<file path="src/core/mpt_pkg.sv">
// Constants, register map and carrier types of the match based pwm timer.
// Assumes a single 200 MHz clock domain and a plain one-cycle register port.
package mpt_pkg;

	// ********************************
	// Sizes
	// ********************************
	localparam int unsigned MPT_NUM_MATCH = 7;
	localparam int unsigned MPT_NUM_OUT = 6;
	localparam int unsigned MPT_NUM_CAP = 4;
	localparam int unsigned MPT_AW = 8;
	localparam int unsigned MPT_DW = 32;

	// ********************************
	// Register byte offsets
	// ********************************
	localparam logic [7:0] MPT_OFF_CTRL = 8'h00;
	localparam logic [7:0] MPT_OFF_COUNT = 8'h04;
	localparam logic [7:0] MPT_OFF_PRE_LIMIT = 8'h08;
	localparam logic [7:0] MPT_OFF_PRE_COUNT = 8'h0c;
	localparam logic [7:0] MPT_OFF_MATCH_CTRL = 8'h10;
	localparam logic [7:0] MPT_OFF_MATCH_FLAG = 8'h14;
	localparam logic [7:0] MPT_OFF_CNT_CTRL = 8'h18;
	localparam logic [7:0] MPT_OFF_OUT_CTRL = 8'h1c;
	localparam logic [7:0] MPT_OFF_RELEASE = 8'h20;
	localparam logic [7:0] MPT_OFF_MATCH0 = 8'h24;
	localparam logic [7:0] MPT_OFF_MATCH_STEP = 8'h04;

	// ********************************
	// Field positions
	// ********************************
	localparam int unsigned MPT_CTRL_EN = 0;
	localparam int unsigned MPT_CTRL_RST = 1;
	localparam int unsigned MPT_CTRL_PWM = 3;
	localparam int unsigned MPT_CTRL_LEAD = 4;
	localparam int unsigned MPT_CTRL_FOLLOW = 5;
	localparam int unsigned MPT_CTRL_W = 6;
	localparam int unsigned MPT_MC_INT = 0;
	localparam int unsigned MPT_MC_RST = 1;
	localparam int unsigned MPT_MC_STOP = 2;
	localparam int unsigned MPT_MC_STRIDE = 3;
	localparam int unsigned MPT_MC_W = 21;
	localparam int unsigned MPT_CC_MODE_LSB = 0;
	localparam int unsigned MPT_CC_SEL_LSB = 2;
	localparam int unsigned MPT_CC_W = 4;
	localparam int unsigned MPT_OC_DBL_LSB = 0;
	localparam int unsigned MPT_OC_OE_LSB = 9;
	localparam int unsigned MPT_OC_W = 15;

	// ********************************
	// Reset values
	// ********************************
	localparam logic [MPT_CTRL_W-1:0] MPT_RST_CTRL = 6'h00;
	localparam logic [31:0] MPT_RST_WORD = 32'h0000_0000;
	localparam logic [MPT_MC_W-1:0] MPT_RST_MC = 21'h00_0000;
	localparam logic [MPT_CC_W-1:0] MPT_RST_CC = 4'h0;
	localparam logic [MPT_OC_W-1:0] MPT_RST_OC = 15'h0000;
	localparam logic [MPT_NUM_MATCH-1:0] MPT_RST_MVEC = 7'h00;

	// ********************************
	// Types
	// ********************************
	typedef enum logic [1:0] {
		MPT_SRC_CLOCK = 2'h0,
		MPT_SRC_RISE = 2'h1,
		MPT_SRC_FALL = 2'h2,
		MPT_SRC_BOTH = 2'h3
	} mpt_src_e;

	typedef struct packed {
		logic [MPT_AW-1:0] addr;
		logic [MPT_DW-1:0] wdata;
		logic we;
		logic re;
	} mpt_bus_req_s;

	typedef struct packed {
		logic en;
		logic clr;
		mpt_src_e mode;
		logic [1:0] sel;
		logic [31:0] limit;
	} mpt_cnt_cfg_s;

endpackage

</file>
<file path="src/core/mpt_timer.sv">
// Top of the match based pwm timer: register port, counter, matches, outputs.
// Assumes one 200 MHz clock; the sync pair joins two instances on that clock.
// What this block does
// - A 32-bit counter advances through a 32-bit prescaler, clocked by mclk_i or capture edges.
// - Seven match comparators serve up to six single-edge or three double-edge outputs or a mix.
// - Comparator 0 is the cycle match, and on it the counter restarts a shared period.
// - Single-edge outputs go high at each cycle match unless their setting keeps them low.
// - A single-edge output falls when the counter meets its own comparator.
// - A double-edge output rises on one comparator and falls on another, anywhere in the period.
// - Rise before fall gives a high pulse, fall before rise gives a low pulse.
// - Each match may flag an interrupt and may keep counting, stop or reset the counter.
// - While modulating, new match values take effect only when software releases them, at the period start.
// - With modulation off the block is a plain timer and drives no modulated output.
// - Period and width are any whole tick counts, and all outputs share one rate.
// - Two instances start one clock apart: the primary's enable also starts the secondary.
`timescale 1ns/10ps
`default_nettype none
module mpt_timer
	import mpt_pkg::*;
(
	// Clock and reset
	input wire logic mclk_i,
	input wire logic rstn_i,
	// Register port
	input wire mpt_bus_req_s bus_i,
	output logic [MPT_DW-1:0] rdata_o,
	// Capture pins
	input wire logic [MPT_NUM_CAP-1:0] cap_i,
	// Lockstep pair
	input wire logic sync_start_i,
	output logic sync_start_o,
	// Outputs
	output logic [MPT_NUM_OUT-1:0] pwm_o,
	output logic match_irq_o
);

	// ********************************
	// Registers
	// ********************************
	logic [MPT_CTRL_W-1:0] ctrl_q;
	logic [31:0] count_q;
	logic [31:0] pre_limit_q;
	logic [MPT_MC_W-1:0] mc_q;
	logic [MPT_NUM_MATCH-1:0] flag_q;
	logic [MPT_CC_W-1:0] cc_q;
	logic [MPT_OC_W-1:0] oc_q;
	logic [MPT_NUM_MATCH-1:0] release_q;
	logic [31:0] shadow_q [MPT_NUM_MATCH];
	logic [31:0] active_q [MPT_NUM_MATCH];
	logic [MPT_NUM_OUT-1:0] pwm_q;
	logic irq_q;
	logic sync_q;
	logic [MPT_DW-1:0] rdata_q;

	// ********************************
	// Decode and match events
	// ********************************
	logic tick;
	logic [31:0] pre_count;
	mpt_cnt_cfg_s cnt_cfg;
	logic pwm_mode;
	logic wr_ctrl;
	logic wr_count;
	logic wr_flag;
	logic wr_release;
	logic [MPT_NUM_MATCH-1:0] wr_match;
	logic [MPT_NUM_MATCH-1:0] hit;
	logic [MPT_NUM_MATCH-1:0] hit_int;
	logic [MPT_NUM_MATCH-1:0] hit_rst;
	logic [MPT_NUM_MATCH-1:0] hit_stop;
	logic period_start;

	assign pwm_mode = ctrl_q[MPT_CTRL_PWM];
	assign wr_ctrl = bus_i.we && bus_i.addr == MPT_OFF_CTRL;
	assign wr_count = bus_i.we && bus_i.addr == MPT_OFF_COUNT;
	assign wr_flag = bus_i.we && bus_i.addr == MPT_OFF_MATCH_FLAG;
	assign wr_release = bus_i.we && bus_i.addr == MPT_OFF_RELEASE;

	always_comb begin
		cnt_cfg.en = ctrl_q[MPT_CTRL_EN];
		cnt_cfg.clr = ctrl_q[MPT_CTRL_RST];
		cnt_cfg.mode = mpt_src_e'(cc_q[MPT_CC_MODE_LSB +: 2]);
		cnt_cfg.sel = cc_q[MPT_CC_SEL_LSB +: 2];
		cnt_cfg.limit = pre_limit_q;
	end

	genvar gi;
	generate
		for (gi = 0; gi < MPT_NUM_MATCH; gi++) begin : g_match
			localparam logic [7:0] OFF = MPT_OFF_MATCH0 + 8'(gi) * MPT_OFF_MATCH_STEP;
			assign wr_match[gi] = bus_i.we && bus_i.addr == OFF;
			assign hit[gi] = tick && count_q == active_q[gi];
			assign hit_int[gi] = hit[gi] & mc_q[gi*MPT_MC_STRIDE + MPT_MC_INT];
			assign hit_stop[gi] = hit[gi] & mc_q[gi*MPT_MC_STRIDE + MPT_MC_STOP];
			if (gi == 0) begin : g_cycle
				// Cycle match always restarts the period while modulating
				assign hit_rst[gi] = hit[gi] & (mc_q[MPT_MC_RST] | pwm_mode);
			end else begin : g_plain
				assign hit_rst[gi] = hit[gi] & mc_q[gi*MPT_MC_STRIDE + MPT_MC_RST];
			end

			// Shadow is what software sees; active is what the comparator uses
			always_ff @(posedge mclk_i or negedge rstn_i) begin
				if (!rstn_i) begin
					shadow_q[gi] <= MPT_RST_WORD;
				end else if (wr_match[gi]) begin
					shadow_q[gi] <= bus_i.wdata;
				end
			end

			always_ff @(posedge mclk_i or negedge rstn_i) begin
				if (!rstn_i) begin
					active_q[gi] <= MPT_RST_WORD;
				end else if (!pwm_mode) begin
					active_q[gi] <= shadow_q[gi];
				end else if (period_start && release_q[gi]) begin
					active_q[gi] <= shadow_q[gi];
				end
			end
		end
	endgenerate

	assign period_start = hit[0] & pwm_mode;

	// ********************************
	// Tick source and prescaler
	// ********************************
	mpt_tick_gen u_tick (
		.mclk_i(mclk_i),
		.rstn_i(rstn_i),
		.cfg_i(cnt_cfg),
		.cap_i(cap_i),
		.tick_o(tick),
		.pre_count_o(pre_count)
	);

	// ********************************
	// Control and lockstep start
	// ********************************
	always_ff @(posedge mclk_i or negedge rstn_i) begin
		if (!rstn_i) begin
			ctrl_q <= MPT_RST_CTRL;
		end else if (wr_ctrl) begin
			ctrl_q <= bus_i.wdata[MPT_CTRL_W-1:0];
		end else if (|hit_stop) begin
			ctrl_q[MPT_CTRL_EN] <= 1'b0;
		end else if (ctrl_q[MPT_CTRL_FOLLOW] && sync_start_i) begin
			// Secondary waits for the primary's enable pulse
			ctrl_q[MPT_CTRL_EN] <= 1'b1;
		end
	end

	always_ff @(posedge mclk_i or negedge rstn_i) begin
		if (!rstn_i) begin
			sync_q <= 1'b0;
		end else begin
			// Secondary sees this one cycle late, so it lags by one clock
			sync_q <= wr_ctrl & bus_i.wdata[MPT_CTRL_EN] & bus_i.wdata[MPT_CTRL_LEAD];
		end
	end

	// ********************************
	// Main counter
	// ********************************
	always_ff @(posedge mclk_i or negedge rstn_i) begin
		if (!rstn_i) begin
			count_q <= MPT_RST_WORD;
		end else if (ctrl_q[MPT_CTRL_RST]) begin
			count_q <= MPT_RST_WORD;
		end else if (wr_count) begin
			count_q <= bus_i.wdata;
		end else if (tick) begin
			if (|hit_rst) begin
				count_q <= MPT_RST_WORD;
			end else begin
				count_q <= count_q + 32'h0000_0001;
			end
		end
	end

	// ********************************
	// Plain configuration registers
	// ********************************
	always_ff @(posedge mclk_i or negedge rstn_i) begin
		if (!rstn_i) begin
			pre_limit_q <= MPT_RST_WORD;
			mc_q <= MPT_RST_MC;
			cc_q <= MPT_RST_CC;
			oc_q <= MPT_RST_OC;
		end else if (bus_i.we) begin
			case (bus_i.addr)
				MPT_OFF_PRE_LIMIT: pre_limit_q <= bus_i.wdata;
				MPT_OFF_MATCH_CTRL: mc_q <= bus_i.wdata[MPT_MC_W-1:0];
				MPT_OFF_CNT_CTRL: cc_q <= bus_i.wdata[MPT_CC_W-1:0];
				MPT_OFF_OUT_CTRL: oc_q <= bus_i.wdata[MPT_OC_W-1:0];
				default: ;
			endcase
		end
	end

	// ********************************
	// Release bits and match flags
	// ********************************
	always_ff @(posedge mclk_i or negedge rstn_i) begin
		if (!rstn_i) begin
			release_q <= MPT_RST_MVEC;
		end else if (wr_release) begin
			// A fresh release must not be lost to a same-cycle period start
			release_q <= bus_i.wdata[MPT_NUM_MATCH-1:0];
		end else if (period_start) begin
			release_q <= MPT_RST_MVEC;
		end
	end

	always_ff @(posedge mclk_i or negedge rstn_i) begin
		if (!rstn_i) begin
			flag_q <= MPT_RST_MVEC;
		end else begin
			// Set beats a write-one clear in the same cycle
			flag_q <= (flag_q & ~({MPT_NUM_MATCH{wr_flag}} & bus_i.wdata[MPT_NUM_MATCH-1:0]))
				| hit_int;
		end
	end

	always_ff @(posedge mclk_i or negedge rstn_i) begin
		if (!rstn_i) begin
			irq_q <= 1'b0;
		end else begin
			irq_q <= |(flag_q | hit_int);
		end
	end

	// ********************************
	// Modulated outputs
	// ********************************
	genvar go;
	generate
		for (go = 1; go <= MPT_NUM_OUT; go++) begin : g_out
			logic dbl;
			logic set_ev;
			logic clr_ev;
			if (go == 1) begin : g_single_only
				assign dbl = 1'b0;
			end else begin : g_selectable
				assign dbl = oc_q[MPT_OC_DBL_LSB + go];
			end
			// Single edge: rise on the cycle match, fall on own match
			assign set_ev = dbl ? hit[go-1] : hit[0];
			assign clr_ev = hit[go];

			always_ff @(posedge mclk_i or negedge rstn_i) begin
				if (!rstn_i) begin
					pwm_q[go-1] <= 1'b0;
				end else if (!pwm_mode || !oc_q[MPT_OC_OE_LSB + go - 1]) begin
					pwm_q[go-1] <= 1'b0;
				end else if (clr_ev) begin
					// Fall wins a tie, so a match equal to the period keeps it low
					pwm_q[go-1] <= 1'b0;
				end else if (set_ev) begin
					pwm_q[go-1] <= 1'b1;
				end
			end
		end
	endgenerate

	// ********************************
	// Read port
	// ********************************
	logic [MPT_DW-1:0] rd_mux;
	always_comb begin
		rd_mux = MPT_RST_WORD;
		case (bus_i.addr)
			MPT_OFF_CTRL: rd_mux = 32'(ctrl_q);
			MPT_OFF_COUNT: rd_mux = count_q;
			MPT_OFF_PRE_LIMIT: rd_mux = pre_limit_q;
			MPT_OFF_PRE_COUNT: rd_mux = pre_count;
			MPT_OFF_MATCH_CTRL: rd_mux = 32'(mc_q);
			MPT_OFF_MATCH_FLAG: rd_mux = 32'(flag_q);
			MPT_OFF_CNT_CTRL: rd_mux = 32'(cc_q);
			MPT_OFF_OUT_CTRL: rd_mux = 32'(oc_q);
			MPT_OFF_RELEASE: rd_mux = 32'(release_q);
			default: begin
				for (int k = 0; k < MPT_NUM_MATCH; k++) begin
					if (wr_match_addr(bus_i.addr, k)) begin
						rd_mux = shadow_q[k];
					end
				end
			end
		endcase
	end

	function automatic logic wr_match_addr(input logic [7:0] a, input int k);
		logic [7:0] off;
		off = MPT_OFF_MATCH0 + 8'(k) * MPT_OFF_MATCH_STEP;
		return a == off;
	endfunction

	always_ff @(posedge mclk_i or negedge rstn_i) begin
		if (!rstn_i) begin
			rdata_q <= MPT_RST_WORD;
		end else if (bus_i.re) begin
			rdata_q <= rd_mux;
		end else begin
			rdata_q <= MPT_RST_WORD;
		end
	end

	assign rdata_o = rdata_q;
	assign pwm_o = pwm_q;
	assign match_irq_o = irq_q;
	assign sync_start_o = sync_q;

endmodule
`default_nettype wire

</file>
<file path="src/core/mpt_tick_gen.sv">
// Tick source and prescaler of the match based pwm timer.
// Capture pins are asynchronous; everything else is on mclk_i.
`timescale 1ns/10ps
`default_nettype none
module mpt_tick_gen
	import mpt_pkg::*;
(
	// Clock and reset
	input wire logic mclk_i,
	input wire logic rstn_i,
	// Configuration
	input wire mpt_cnt_cfg_s cfg_i,
	// Capture pins
	input wire logic [MPT_NUM_CAP-1:0] cap_i,
	// Counter advance
	output logic tick_o,
	output logic [31:0] pre_count_o
);

	// ********************************
	// Capture input synchroniser
	// ********************************
	logic [MPT_NUM_CAP-1:0] cap_meta_q;
	logic [MPT_NUM_CAP-1:0] cap_sync_q;
	logic [MPT_NUM_CAP-1:0] cap_last_q;
	logic [31:0] pre_q;
	logic cur;
	logic prev;
	logic src_tick;
	logic wrap;

	always_ff @(posedge mclk_i or negedge rstn_i) begin
		if (!rstn_i) begin
			cap_meta_q <= '0;
			cap_sync_q <= '0;
			cap_last_q <= '0;
		end else begin
			cap_meta_q <= cap_i;
			cap_sync_q <= cap_meta_q;
			cap_last_q <= cap_sync_q;
		end
	end

	// ********************************
	// Source select
	// ********************************
	always_comb begin
		cur = cap_sync_q[cfg_i.sel];
		prev = cap_last_q[cfg_i.sel];
		case (cfg_i.mode)
			MPT_SRC_CLOCK: src_tick = 1'b1;
			MPT_SRC_RISE: src_tick = cur & ~prev;
			MPT_SRC_FALL: src_tick = ~cur & prev;
			MPT_SRC_BOTH: src_tick = cur ^ prev;
			default: src_tick = 1'b0;
		endcase
	end

	// ********************************
	// Prescaler
	// ********************************
	assign wrap = (pre_q == cfg_i.limit);
	assign tick_o = cfg_i.en & ~cfg_i.clr & src_tick & wrap;
	assign pre_count_o = pre_q;

	always_ff @(posedge mclk_i or negedge rstn_i) begin
		if (!rstn_i) begin
			pre_q <= MPT_RST_WORD;
		end else if (cfg_i.clr) begin
			pre_q <= MPT_RST_WORD;
		end else if (cfg_i.en && src_tick) begin
			// Limit of zero advances the counter on every source tick
			pre_q <= wrap ? MPT_RST_WORD : pre_q + 32'h0000_0001;
		end
	end

endmodule
`default_nettype wire

</file>
<file path="config.mk">
export PLATFORM = sky130hd
export DESIGN_NAME = mpt_timer
export DESIGN_NICKNAME = d
export VERILOG_FILES = /design/src/core/mpt_pkg.sv /design/src/core/mpt_timer.sv /design/src/core/mpt_tick_gen.sv
export SDC_FILE = /design/constraint.sdc
export NUM_CORES = 1
export LEC_CHECK = 0
export BUFFER_PORTS_ARGS = -buffer_cell sky130_fd_sc_hd__buf_2
export CAP_MARGIN = 20
export CELL_PAD_IN_SITES_DETAIL_PLACEMENT = 1
export CELL_PAD_IN_SITES_GLOBAL_PLACEMENT = 1
export CORE_AREA = 5 5 185 320
export DETAILED_ROUTE_END_ITERATION = 7
export DIE_AREA = 0 0 190 325
export PLACE_DENSITY_LB_ADDON = 0.1
export SLEW_MARGIN = 20
export SYNTH_ARGS = -nofsm -noshare
export SYNTH_HDL_FRONTEND = slang
export SYNTH_SLANG_ARGS = --single-unit
</file>
<file path="constraint.sdc">
create_clock -name mclk_i -period 5.18 [get_ports mclk_i]
set_clock_uncertainty 0.1 [all_clocks]
set_input_delay 0.777 -clock mclk_i [delete_from_list [all_inputs] [get_ports mclk_i]]
set_output_delay 0.777 -clock mclk_i [all_outputs]
set_load 0.005 [all_outputs]
</file>
Word level (Yosys, flattened, before mapping)

Cells that the tools add are included.

Divide/modulo/power cells: 0
Reductions and logical operators: 59
Eq/ne operators: 33
Multipliers: 0
Mux-type cells: 63
Shift-type cells: 0
Add/subtract/negate cells: 2
Magnitude comparators: 1
Bitwise logic cells: 39

Operator list:

| kind                  | number |
|---|---|
| $mux 32               | 29 |
| $pmux 32 s9           | 1 |
| $eq 32x32->1          | 8 |
| $add 32x1->32 const B | 2 |
| $eq 8x6->1 const B    | 8 |
| $eq 8x5->1 const B    | 4 |
| $and 1x1->1           | 29 |
| $mux 1                | 28 |
| $logic_and 1x1->1     | 27 |
| $reduce_bool 3->1     | 8 |
| $reduce_or 7->1       | 3 |
| $eq 8x4->1 const B    | 2 |
| $and 7x7->7           | 2 |
| $mux 7                | 2 |
| $ne 2x1->1 const B    | 7 |
| $or 7x7->7            | 2 |
| $eq 8x3->1 const B    | 1 |
| $logic_not 8->1       | 1 |
| $reduce_and 2->1      | 4 |
| $logic_not 1->1       | 7 |
| $not 7->7             | 1 |
| $logic_or 1x1->1      | 6 |
| $bmux 1 s2            | 2 |
| $eq 2x2->1 const B    | 2 |
| other kinds (8)       | 11 |

Bits in read-only memories: 0
Output and inout port bits: 40
Flip-flop bits (word level): 656
RAM bits: 0
Logic and storage cells: 233
Bits of input ports: 49
Latch bits: 0
Memories: 0

Depth between registers and ports, before layout

Gate-level depths: netlist (run 1).

Word-level depth: 14
Depth in mapped cells: 12
Mapped depth without buffers: 11

Modules after synthesis

From an unflattened synthesis (run 1), not the netlist that was laid out.

Cell total of the unflattened synthesis: 2564
Area total of the unflattened synthesis: 31512.7 um2

Modules (own cells, without submodules):

| module       | sequential area each (um2) | instances | cells each | area each (um2) |
|---|---|---|---|---|
| mpt_timer    | 15314.7                    | 1         | 2274       | 28805.1 |
| mpt_tick_gen | 1101.1                     | 1         | 290        | 2707.6 |

Worst setup path before layout (run 1)

Ideal clock, no wire load.

Kind: reg-to-reg
From: register cc_q[2]
To: register active_q[33] in the netlist's numbering
Setup time: 0.125 ns
Path buffers: 2
Clock period less this slack: 3.280 ns
Cell stages (with the launch flop): 13
Path slack: 1.900 ns
Data arrival time: 3.055 ns
Data required time: 4.955 ns
Path through: dfrtp_1 > mux4_2 > inv_1 > ha_1 > nand2b_1 > a311oi_1 > nand2_1 > or3_4 > nor2_4 > buf_6 > a21boi_2 > buf_6 > mux2_4

Longest elaborated chain between the ends: 11
Elaborated cells on any way between the ends: 16
Those cells by class: eq/ne (1); mux (5); bitwise (8); reduce/logical (2)

Ends and longest elaborated chain:

| element                        | line                                   | RTL |
|---|---|---|
| start, declared                | mpt_timer.sv:45                        | `logic [MPT_CC_W-1:0] cc_q;` |
| start signal, assigned         | mpt_timer.sv:194                       | `MPT_OFF_CNT_CTRL: cc_q <= bus_i.wdata[MPT_CC_W-1:0];` |
| $bmux 1 s2 (on tied branches)  | mpt_tick_gen.sv:48, mpt_tick_gen.sv:49 |  |
| $mux 1 (on tied branches)      | mpt_tick_gen.sv:48, mpt_tick_gen.sv:49 |  |
| $not 1->1 (on tied branches)   | mpt_tick_gen.sv:53, mpt_tick_gen.sv:52 |  |
| $and 1x1->1 (on tied branches) | mpt_tick_gen.sv:53, mpt_tick_gen.sv:52 |  |
| $pmux 1 s4 *                   | mpt_tick_gen.sv:50                     | `case (cfg_i.mode)` |
| $and 1x1->1 * (2 in series)    | mpt_tick_gen.sv:63                     | `assign tick_o = cfg_i.en & ~cfg_i.clr & src_tick & wrap;` |
| $logic_and 1x1->1 *            | mpt_timer.sv:92                        | `assign hit[gi] = tick && count_q == active_q[gi];` |
| $and 1x1->1 *                  | mpt_timer.sv:123                       | `assign period_start = hit[0] & pwm_mode;` |
| $logic_and 1x1->1 *            | mpt_timer.sv:116                       | `end else if (period_start && release_q[gi]) begin` |
| $ne 2x1->1 (no line) *         | -                                      |  |
| end signal, assigned by index  | mpt_timer.sv:115                       | `active_q[gi] <= shadow_q[gi];` |
| end signal, assigned by index  | mpt_timer.sv:117                       | `active_q[gi] <= shadow_q[gi];` |
| end, declared                  | mpt_timer.sv:49                        | `logic [31:0] active_q [MPT_NUM_MATCH];` |

Mark *: on every way between the ends. The rest lies on a longest branch, timed or not. The select of a mux whose other input is x is not followed.
A chain may end at the register's enable or synchronous reset.

Worst setup path after layout (run 1)

From: register count_q[29]
To: register count_q[7]

Longest elaborated chain between the ends: 8
Elaborated cells on any way between the ends: 26
Those cells by class: eq/ne (7); mux (4); bitwise (7); reduce/logical (8)

Ends and longest elaborated chain:

| element                        | line                             | RTL |
|---|---|---|
| start, declared                | mpt_timer.sv:41                  | `logic [31:0] count_q;` |
| start signal, assigned         | mpt_timer.sv:171                 | `count_q <= bus_i.wdata;` |
| start signal, assigned         | mpt_timer.sv:176                 | `count_q <= count_q + 32'h0000_0001;` |
| $eq 32x32->1                   | mpt_timer.sv:92                  |  |
| $logic_and 1x1->1              | mpt_timer.sv:92                  |  |
| $and 1x1->1 (on tied branches) | mpt_timer.sv:97, mpt_timer.sv:99 |  |
| $reduce_or 7->1 *              | mpt_timer.sv:173                 | `if (\|hit_rst) begin` |
| $mux 32 *                      | mpt_timer.sv:173                 |  |
| $mux 32 *                      | mpt_timer.sv:172                 | `end else if (tick) begin` |
| $mux 32 *                      | mpt_timer.sv:170                 | `end else if (wr_count) begin` |
| $mux 32 *                      | mpt_timer.sv:168                 | `end else if (ctrl_q[MPT_CTRL_RST]) begin` |

Marked as above.

==> qor.yml, run 1 <==
run_status:
  run_status: "finished, final reports clean"
sta:
  finalWorstPathRequiredPeriod_ps: 4410
  timing.setup.tns_ps: 0
  worst_pin_slew_ps: 1160
  hold_viol: 0
  max_freq_mhz: 227
  timing.final.max_slew_violations: 0
  timing.max_slew.rel_slack: 0.221
  setup_ws_ps: 769
  setup_viol: 0
  layout_worst_path_cycle_share: 0.852
  rsz_0062_raised_after_global_routing: "false"
pwr:
  ir_drop_uv: 308
  leakagePower_nw: 16.6
  power.density_cell_area_nw_per_um2: 324
  total_power_mw: 11.1
routing:
  routed_wl_um: 124000
  drt_first_pass_iters: 7
  drt-wirelength-per-cell_um: 36.7
  detail_route.drc_violations: 0
  dr.first_iter.drc_count: 2352
  detail-route-antenna-nets: 0
  detail_route.vias_per_cell: 6.91
  dr_total_vias: 23318
floorplanning:
  overall_die_area_um2: 61800
  die_width_um: 190
  die_height_um: 325
  rows: 115
  initial_utilization: 0.552
  io_pins: 89
  core_area_um2: 56300
critical_path:
  path_delay_family: "simple AND/OR/NAND/NOR gates"
  crit_chain: "xnor2_1 > nand4_1 > nor4_1 > nand2_1 > nor2_1 > nor3_1 > buf_4 > o21ai_1 > o21ai_0"
  timing.critical_path.slowest_cell_delay_ps: 930
  worst-setup-path-type: "flip-flop to flip-flop"
  rrSetupSlack_ps: 770
  cp_num_buf_inv: 1
  end_kind: "flip-flop"
  critical_path_peak_fanout: 13
  worstPathRequired_ps: 5560
  start_kind: "flip-flop"
  cp_data_arrival_time_ps: 4790
  cp_slowest_cell: "sky130_fd_sc_hd__dfrtp_1"
hold_path:
  min-delay-path-class: "primary input to async pin"
placement:
  placed_cell_area_um2: 32400
  place.detailed.hpwl_um: 88500
  post-place-ws_ps: 968
  port_buffers: 88
  gp_routability_congestion: 1.00
finish:
  final_net_count: 2623
  final.fill_count: 5547
  multi_input_comb_area_um2: 13900
  post_route_cells_drive_above_1_share: 0.280
  syn_to_final_growth_pct: 10.7
  area_of_all_sequential_standard_cells_um2: 16400
  commonest_cells_after_routing_fill_and_taps_aside: "sky130_fd_sc_hd__dfrtp_1, sky130_fd_sc_hd__mux2_2, sky130_fd_sc_hd__xnor2_1"
  stdcell_area_um2: 34400
  layout.cells.most_common: "sky130_fd_sc_hd__dfrtp_1"
yosys:
  mappedNetlistNets: 2587
  synth_seq_area_share: 0.528
  postSynthAreaPerCell_um2: 12.3
  syn-cell-area_um2: 31100
  async_set_reset_flop_share_out_of_synthesis: 1.00
  postSynth.topFlopCell: "sky130_fd_sc_hd__dfrtp_1"
  synthesis.yosys.warnings: 0
  synth_edf_count: 0
  synthesized_instance_count: 2534
  synth.lib_cells_used.distinct: 66
  synth_seq_cells: 656
cts:
  ctsHtreeMaxLevel: 2
  cts-root-to-sink-buffers: 3
  ctsHoldBuffers: 0
  cts_tree: "yes"
  cts-root-buf: "sky130_fd_sc_hd__clkbuf_16"
  cts.repair.resized: 0
  cts_inserted_buffers: 60
  clk_transition_reported_paths_ps: 70
  worst_skew_pair.late_latency_ps: 670
  cts.sinks: 656
  postCtsSetupBuffers: 0
grt:
  grt_first_pass_wirelength_um: 179000
  grtUsageTotal: 0.400
  pin_count_of_the_biggest_net_entering_global_routing: 103
  antenna_found_initial: 5
  first_global_vias: 24785
  grt.overflow.total: 0
flow_run:
  drv.max_cap_violation_count: 0
## stage by stage
step	cells	hold slack [ps]	util
final	3375	56.3	0.611
after global routing	3374	106	0.611
after CTS	3371	105	0.610
after detailed placement	3265	244	0.575
after global placement	3265	234	0.575
after floorplan	2534	231	-
## layout make-up
| cell class | instances | area share |
|---|---|---|
| clock inverters | 19 | 0.00550 |
| repair buffers | 171 | 0.0341 |
| inverters | 8 | 0.000873 |
| flip-flops and latches | 656 | 0.477 |
| clock buffers | 87 | 0.0507 |
| diodes | 1 | 0.0000728 |
| well taps | 760 | 0.0277 |
| multi-input cells | 1673 | 0.404 |
## worst paths after layout
check,end,startpoint,depth (start not counted)
worst min register to register,u_tick.cap_sync_q[0],u_tick.cap_meta_q[0],0
max in group asynchronous,u_tick.cap_meta_q[3],rstn_i,2
worst max-delay path,count_q[7],count_q[29],9
worst max register to register,count_q[7],count_q[29],9
worst min-delay path,active_q[186],rstn_i,1
min in group mclk_i,u_tick.cap_meta_q[0],cap_i[0],1
## cells by family (layout without fill, tap and decap cells)
group	Yosys count	count (layout)	synth area share
DFF	656	656	0.528
muxes	518	518	0.192
and+or+nand+nor	471	471	0.0765
AOI/OAI and AO/OA	418	418	0.0971
xor gates and xnor gates	262	262	0.0739
buffers and inverters	205	285	0.0304
adders and majority gates	4	4	0.00161
other	0	1	0
## sequential cells by signal, indices dropped and copies added, names as in the netlist, 6 cells and up
signal              flops
active_q              224
u_tick.pre_count_o     32
mc_q                   21
shadow_q              224
ctrl_q                  6
count_q                32
pwm_o                   6
pre_limit_q            32
oc_q                   15
release_q               7
flag_q                  7
rdata_o                32
## where the power goes
| part | switching [mW] | total [mW] | internal (mW) |
|---|---|---|---|
| sequential | 0.231 | 5.57 | 5.34 |
| clock | 2.06 | 4.53 | 2.47 |
| combinational | 0.675 | 1.05 | 0.373 |
## synthesized netlist by cell type (9+ instances only)
cell type                    n  area share
sky130_fd_sc_hd__nand4_1    66       0.013
sky130_fd_sc_hd__mux2_4     30       0.015
sky130_fd_sc_hd__o21ai_0    84       0.014
sky130_fd_sc_hd__nor2_1     75      0.0091
sky130_fd_sc_hd__xor2_1    101       0.028
sky130_fd_sc_hd__a22o_1     45       0.013
sky130_fd_sc_hd__a221oi_1   41       0.012
sky130_fd_sc_hd__and3_1     29      0.0058
sky130_fd_sc_hd__a22oi_1    85       0.021
sky130_fd_sc_hd__a31oi_1    38      0.0077
sky130_fd_sc_hd__buf_2      61      0.0098
sky130_fd_sc_hd__a21oi_1    33      0.0053
sky130_fd_sc_hd__nand3_1    43      0.0069
sky130_fd_sc_hd__dfrtp_1   656        0.53
sky130_fd_sc_hd__nor3_1     20      0.0032
sky130_fd_sc_hd__and2_1     17      0.0034
sky130_fd_sc_hd__mux2_2    396        0.14
sky130_fd_sc_hd__nor4_1     41      0.0083
sky130_fd_sc_hd__buf_6      13      0.0047
sky130_fd_sc_hd__a222oi_1   17      0.0055
sky130_fd_sc_hd__xnor2_1   161       0.045
sky130_fd_sc_hd__mux2_1     90       0.033
sky130_fd_sc_hd__clkbuf_1   97       0.012
sky130_fd_sc_hd__o31ai_1     9      0.0022
sky130_fd_sc_hd__buf_1      26      0.0031
sky130_fd_sc_hd__nand2_1   145       0.018
## routing by layer
layer | global-route usage | vias up | part of all wire
met5 | 0 | - | 0.00023
met4 | 0.308 | 4 | 0.10
met3 | 0.0689 | 472 | 0.062
met2 | 0.646 | 1248 | 0.48
met1 | 0.471 | 12280 | 0.36
li1 | - | 9314 | -
(Power assumes the default switching activity.)
==> run 2: changes to the inputs <==
--- a/config.mk
+++ b/config.mk
@@ -9,10 +9,11 @@
 export CAP_MARGIN = 20
 export CELL_PAD_IN_SITES_DETAIL_PLACEMENT = 1
 export CELL_PAD_IN_SITES_GLOBAL_PLACEMENT = 1
-export CORE_AREA = 5 5 185 320
+export CORE_AREA = 5 5 273 475
 export DETAILED_ROUTE_END_ITERATION = 7
-export DIE_AREA = 0 0 190 325
+export DIE_AREA = 0 0 278 480
 export PLACE_DENSITY_LB_ADDON = 0.1
+export SKIP_CTS_REPAIR_TIMING = 1
 export SLEW_MARGIN = 20
 export SYNTH_ARGS = -nofsm -noshare
 export SYNTH_HDL_FRONTEND = slang
==> run 2 against run 1 <==
  * Via count fell by 3.4%
  * Fmax decreased by 3.9%
  * First-iteration DRC count decreased by 35%
  * Register-to-register slack got worse by 180 ps
  * Sequential power hardly changed
  * Critical path depth up 3
==> qor.yml, run 2 (same netlist as run 1, synthesis figures left out) <==
critical_path:
  end_kind: "flip-flop"
  critical_path_peak_fanout: 32  # +19
  rrSetupSlack_ps: 590  # -180 ps
  worst-setup-path-type: "flip-flop to flip-flop"
  cp_data_arrival_time_ps: 5040  # +250 ps
  worstPathRequired_ps: 5630  # +70 ps
  start_kind: "flip-flop"
sta:
  finalWorstPathRequiredPeriod_ps: 4590  # +180 ps
  timing.max_slew.rel_slack: 0.200  # -0.0206
  setup_viol: 0  # unchanged
  setup_ws_ps: 589  # -180 ps
  worst_pin_slew_ps: 1190  # +29.5 ps
  hold_viol: 0  # unchanged
  rsz_0062_raised_after_global_routing: "false"
  layout_worst_path_cycle_share: 0.886  # +0.0348
  timing.setup.tns_ps: 0  # unchanged
  timing.final.max_slew_violations: 0  # unchanged
  max_freq_mhz: 218  # -3.9%
floorplanning:
  io_pins: 89  # unchanged
  initial_utilization: 0.248  # -0.304
  die_height_um: 480  # +48%
  die_width_um: 278  # +46%
  rows: 172  # +50%
  overall_die_area_um2: 133000  # +120%
  core_area_um2: 125000  # +120%
pwr:
  power.density_cell_area_nw_per_um2: 334  # +3.0%
  ir_drop_uv: 174  # -44%
  leakagePower_nw: 17.1  # +2.7%
finish:
  reg_top3: "active_q: 224 flops, shadow_q: 224 flops"
  layout.cells.most_common: "sky130_fd_sc_hd__dfrtp_1"
  final_net_count: 2681  # +2.2%
  syn_to_final_growth_pct: 17.0
  commonest_cells_after_routing_fill_and_taps_aside: "sky130_fd_sc_hd__dfrtp_1, sky130_fd_sc_hd__mux2_2, sky130_fd_sc_hd__xnor2_1"
  post_route_cells_drive_above_1_share: 0.302  # +0.0219
  final.fill_count: 13647  # +150%
cts:
  cts.sinks: 656  # unchanged
  cts-root-buf: "sky130_fd_sc_hd__clkbuf_16"
  cts_tree: "yes"
  clk_transition_reported_paths_ps: 60  # about the same
  ctsHtreeMaxLevel: 3  # +1
  worst_skew_pair.late_latency_ps: 680  # about the same
  cts-root-to-sink-buffers: 3  # unchanged
  cts_inserted_buffers: 71  # +18%
placement:
  gp_routability_congestion: 0.851  # -15%
  post-place-ws_ps: 700  # -268 ps
  place.detailed.hpwl_um: 114000  # +28%
  port_buffers: 88  # unchanged
routing:
  detail-route-antenna-nets: 0  # unchanged
  drt_first_pass_iters: 7  # unchanged
  dr.first_iter.drc_count: 1534  # -35%
  dr_total_vias: 22525  # -3.4%
  routed_wl_um: 153000  # +23%
  detail_route.vias_per_cell: 5.19  # -25%
  detail_route.drc_violations: 0  # unchanged
  drt-wirelength-per-cell_um: 35.2  # -4.3%
grt:
  first_global_vias: 24482  # -1.2%
  antenna_found_initial: 10  # +5
  grt.overflow.total: 0  # unchanged
  grt_first_pass_wirelength_um: 211000  # +18%
  grtUsageTotal: 0.224  # -0.175
  pin_count_of_the_biggest_net_entering_global_routing: 122  # +18%
run_status:
  run_status: "finished, final reports clean"
hold_path:
  min-delay-path-class: "primary input to async pin"
flow_run:
  drv.max_cap_violation_count: 0  # unchanged
==> run 2: changes by cell type in the layout (fill, tap and decap cells not counted), moves of 4 or more <==
| cell | previous run | this run |
|---|---|---|
| sky130_fd_sc_hd__buf_4 | 75 | 120 |
| sky130_fd_sc_hd__clkbuf_1 | 13 | 9 |
| sky130_fd_sc_hd__clkbuf_16 | 60 | 73 |
| sky130_fd_sc_hd__clkinv_2 | 13 | 17 |
| sky130_fd_sc_hd__clkinvlp_4 | 0 | 4 |
| sky130_fd_sc_hd__diode_2 | 1 | 6 |
==> run 2: final cells by class <==
| type | count | area [µm²] | area share |
|---|---|---|---|
| flip-flops and latches | 656 | 16400 | 0.452 |
| multi-input cells | 1673 | 13900 | 0.383 |
| clock buffers | 98 | 2080 | 0.0572 |
| well taps | 1653 | 2070 | 0.0569 |
| repair buffers | 218 | 1530 | 0.0422 |
| clock inverters | 30 | 300 | 0.00826 |
| inverters | 8 | 30.0 | 0.000826 |
| diodes | 6 | 15.0 | 0.000413 |
==> run 2: critical path, stage by stage, from the launching register on <==
cell and delay, ps:
sky130_fd_sc_hd__dfrtp_1 430, sky130_fd_sc_hd__mux4_2 540, sky130_fd_sc_hd__inv_1 90, sky130_fd_sc_hd__ha_1 220
sky130_fd_sc_hd__nand2b_1 150, sky130_fd_sc_hd__a311oi_1 700, sky130_fd_sc_hd__nand2_1 200, sky130_fd_sc_hd__or3_4 630
sky130_fd_sc_hd__nor2_4 160, sky130_fd_sc_hd__buf_4 340, sky130_fd_sc_hd__a21boi_4 90, sky130_fd_sc_hd__buf_4 320
sky130_fd_sc_hd__mux2_1 410
==> run 2: metal layers <==
metal	track usage	vias to the layer above	routed length, µm
met1	0.260	12267	59400
met4	0.104	2	8360
met3	0.0210	208	4200
li1	-	9463	-
met5	0	-	12
met2	0.417	585	80700
==> run 2: stage by stage <==
step                cells  utilization  total power [mW]  hold slack (ps)  area, µm²
floorplan            2534            -              6.09              231      31100
global placement     4206        0.271              6.79              235      33900
detailed placement   4207        0.271              6.82              236      33900
CTS                  4335        0.290              12.3             26.1      36300
global route         4339        0.290              12.5             53.8      36300
finish               4342        0.290              12.1             27.4      36300
==> run 2: final timing paths <==
path                                      startpoint              endpoint  depth (start not counted)
worst min-delay path                          rstn_i         active_q[198]                          1
worst min register to register  u_tick.cap_meta_q[3]  u_tick.cap_sync_q[3]                          0
max in group asynchronous                     rstn_i          active_q[58]                          2
min in group mclk_i                         cap_i[1]  u_tick.cap_meta_q[1]                          1
worst max-delay path                         cc_q[2]         active_q[143]                         12
worst max register to register               cc_q[2]         active_q[143]                         12
==> run 2: report_power, final <==
| part | total (mW) | internal [mW] | switching, mW |
|---|---|---|---|
| clock | 5.43 | 3.07 | 2.36 |
| sequential | 5.57 | 5.34 | 0.233 |
| combinational | 1.14 | 0.391 | 0.750 |
==> run 3: changes to the inputs <==
--- a/config.mk
+++ b/config.mk
@@ -12,7 +12,7 @@
 export CORE_AREA = 5 5 273 475
 export DETAILED_ROUTE_END_ITERATION = 7
 export DIE_AREA = 0 0 278 480
-export PLACE_DENSITY_LB_ADDON = 0.1
+export PLACE_DENSITY = 0.49
 export SKIP_CTS_REPAIR_TIMING = 1
 export SLEW_MARGIN = 20
 export SYNTH_ARGS = -nofsm -noshare
==> run 3 against run 2 <==
  * Routed wire length shrank 5.7%
  * Hold slack gained 12 ps
  * Final cell count shrank 0.81%
  * Core utilization shrank 0.26 points
  * Critical endpoint is now match_irq_o
  * Non-clock buffer count shrank 22
  * Fmax grew 2.9%
  * Global-route usage shrank 1.3 points
  * Die area is the same
  * Sequential share of layout area grew 0.41 points
  * Largest cell class unchanged
  * Final area shrank 0.90%
==> qor.yml, run 3 (same netlist as run 1, synthesis figures left out) <==
cts:
  cts-root-to-sink-buffers: 3  # unchanged
  cts-root-buf: "sky130_fd_sc_hd__clkbuf_16"
  worst_skew_pair.late_latency_ps: 670  # about the same
  ctsHtreeMaxLevel: 3  # unchanged
  cts_tree: "yes"
  cts_inserted_buffers: 66  # -7.0%
  clk_transition_reported_paths_ps: 60  # about the same
  cts.sinks: 656  # unchanged
routing:
  dr.first_iter.drc_count: 1671  # +8.9%
  drt-wirelength-per-cell_um: 33.4  # -4.9%
  drt_first_pass_iters: 5  # -2
  detail_route.drc_violations: 0  # unchanged
  dr_total_vias: 22483  # -0.19%
  detail-route-antenna-nets: 0  # unchanged
  detail_route.vias_per_cell: 5.22  # +0.62%
  routed_wl_um: 144000  # -5.7%
pwr:
  ir_drop_uv: 167  # -4.1%
  cellInternalPower_mw: 8.70  # -1.2%
  pwr-share-comb: 0.093  # about the same
  power.share.clock: 0.439  # -0.008
  power.density_cell_area_nw_per_um2: 330  # -1.3%
  p_sw_frac: 0.268  # -0.00719
  total_switching_power_mw: 3.19  # -4.7%
  leakagePower_nw: 16.9  # -1.1%
  power_share_of_the_sequential_group: 0.469  # +0.010
  total_power_mw: 11.9  # -2.1%
sta:
  finalWorstPathRequiredPeriod_ps: 4460  # -131 ps
  layout_worst_path_cycle_share: 0.861  # -0.0253
  hold_viol: 0  # unchanged
  timing.setup.tns_ps: 0  # unchanged
  max_freq_mhz: 224  # +2.9%
  timing.max_slew.rel_slack: 0.237  # +0.0368
  rsz_0062_raised_after_global_routing: "false"
  worst_pin_slew_ps: 1140  # -49.6 ps
  timing.final.max_slew_violations: 0  # unchanged
  setup_viol: 0  # unchanged
  timing.hold.ws_ps: 39.5  # +12.2 ps
grt:
  grt.overflow.total: 0  # unchanged
  first_global_vias: 24586  # +0.42%
  grtUsageTotal: 0.212  # -0.0127
  grt_first_pass_wirelength_um: 201000  # -4.6%
  antenna_found_initial: 12  # +2
  pin_count_of_the_biggest_net_entering_global_routing: 121  # -0.82%
finish:
  final.fill_count: 13644  # -0.022%
  syn_to_final_growth_pct: 16.0
  multi_input_comb_area_um2: 13900  # -0.11%
  commonest_cells_after_routing_fill_and_taps_aside: "sky130_fd_sc_hd__dfrtp_1, sky130_fd_sc_hd__mux2_2, sky130_fd_sc_hd__xnor2_1"
  final_net_count: 2654  # -1.0%
  post_route_cells_drive_above_1_share: 0.291  # -0.0118
  layout.cells.most_common: "sky130_fd_sc_hd__dfrtp_1"
  stdcell_area_um2: 36000  # -0.90%
  area_of_all_sequential_standard_cells_um2: 16400  # unchanged
  reg_top3: "active_q: 224 flops, shadow_q: 224 flops"
critical_path:
  cp_data_arrival_time_ps: 4920  # -120 ps
  worstPathRequired_ps: 5640  # about the same
  timing.critical_path.slowest_cell_delay_ps: 680  # -20 ps
  worst-setup-path-type: "flip-flop to flip-flop"
  critical_path_peak_fanout: 29  # -9.4%
  start_kind: "flip-flop"
  cp_slowest_cell: "sky130_fd_sc_hd__a311oi_1"
  end_kind: "flip-flop"
  critical_path.most_common_cell: "sky130_fd_sc_hd__nand2_1"
  crit_chain: "mux4_2 > inv_1 > ha_1 > nand2b_1 > a311oi_1 > nand2_1 > or3_4 > buf_4 > nor3_2 > nand2_1 > and4_1 > nand4_1"
placement:
  place.detailed.hpwl_um: 107000  # -5.6%
  placed_cell_area_um2: 33700  # -0.54%
  port_buffers: 88  # unchanged
  gp_routability_congestion: 0.896  # +5.4%
floorplanning:
  die_width_um: 278  # unchanged
  initial_utilization: 0.248  # unchanged
  overall_die_area_um2: 133000  # unchanged
  die_height_um: 480  # unchanged
  rows: 172  # unchanged
  core_area_um2: 125000  # unchanged
  io_pins: 89  # unchanged
hold_path:
  min-delay-path-class: "primary input to async pin"
run_status:
  run_status: "finished, final reports clean"
flow_run:
  drv.max_cap_violation_count: 0  # unchanged
run 3: cell types whose count changed in the layout (fill, tap and decap cells not counted), sizes merged:
cell and delta:
buf -22, bufinv +1, clkbuf -1, clkinv -6, clkinvlp -3, diode +1
inv -5
run 3: stage by stage:
step | utilization | instances | setup WS [ps]
6_report | 0.288 | 4307 | 720
5_1_grt | 0.287 | 4301 | 565
4_1_cts | 0.287 | 4300 | 785
3_5_place_dp | 0.269 | 4186 | 732
3_3_place_gp | 0.269 | 4185 | 582
2_1_floorplan | - | 2534 | 1900
run 3: worst max-delay path: cells and delay by family (launching register included):
family	cells	cell delay, ps
AND/OR/NAND/NOR	7	2020
multiplexers	1	550
buffers and inverters	2	340
flip-flops	1	440
adder cells (fa/ha/maj)	1	220
AO/OA/AOI/OAI	1	680
run 3: layout make-up:
cell class | instances | area share
inverters | 8 | 0.000834
clock inverters | 17 | 0.00691
well taps | 1653 | 0.0574
diodes | 7 | 0.000486
clock buffers | 97 | 0.0556
repair buffers | 196 | 0.0374
flip-flops and latches | 656 | 0.456
multi-input cells | 1673 | 0.386
run 3: power by group through the flow:
stage          Combinational, mW  Sequential, mW  Clock (mW)
4_1_cts                     1.11            5.57        5.35
5_1_grt                     1.16            5.58        5.53
3_3_place_gp                1.08            5.65           0
3_5_place_dp                1.10            5.66           0
2_1_floorplan              0.540            5.55           0
6_report                    1.10            5.57        5.22
run 3: worst paths after layout:
path	from	end	slack, ps	depth (start not counted)
worst max-delay path	cc_q[2]	match_irq_o	720	12
worst max register to register	cc_q[2]	match_irq_o	720	12
worst min-delay path	rstn_i	active_q[106]	40	1
worst min register to register	u_tick.cap_meta_q[1]	u_tick.cap_sync_q[1]	240	0
max in group asynchronous	rstn_i	u_tick.pre_count_o[27]	3510	2
min in group mclk_i	cap_i[2]	u_tick.cap_meta_q[2]	120	1
run 3: routing by layer:
metal | routed length [µm] | track usage | part of all wire
met1 | 51800 | 0.227 | 0.36
met5 | 71 | 0 | 0.00049
met3 | 5430 | 0.0306 | 0.038
met4 | 14200 | 0.166 | 0.099
met2 | 72600 | 0.373 | 0.50
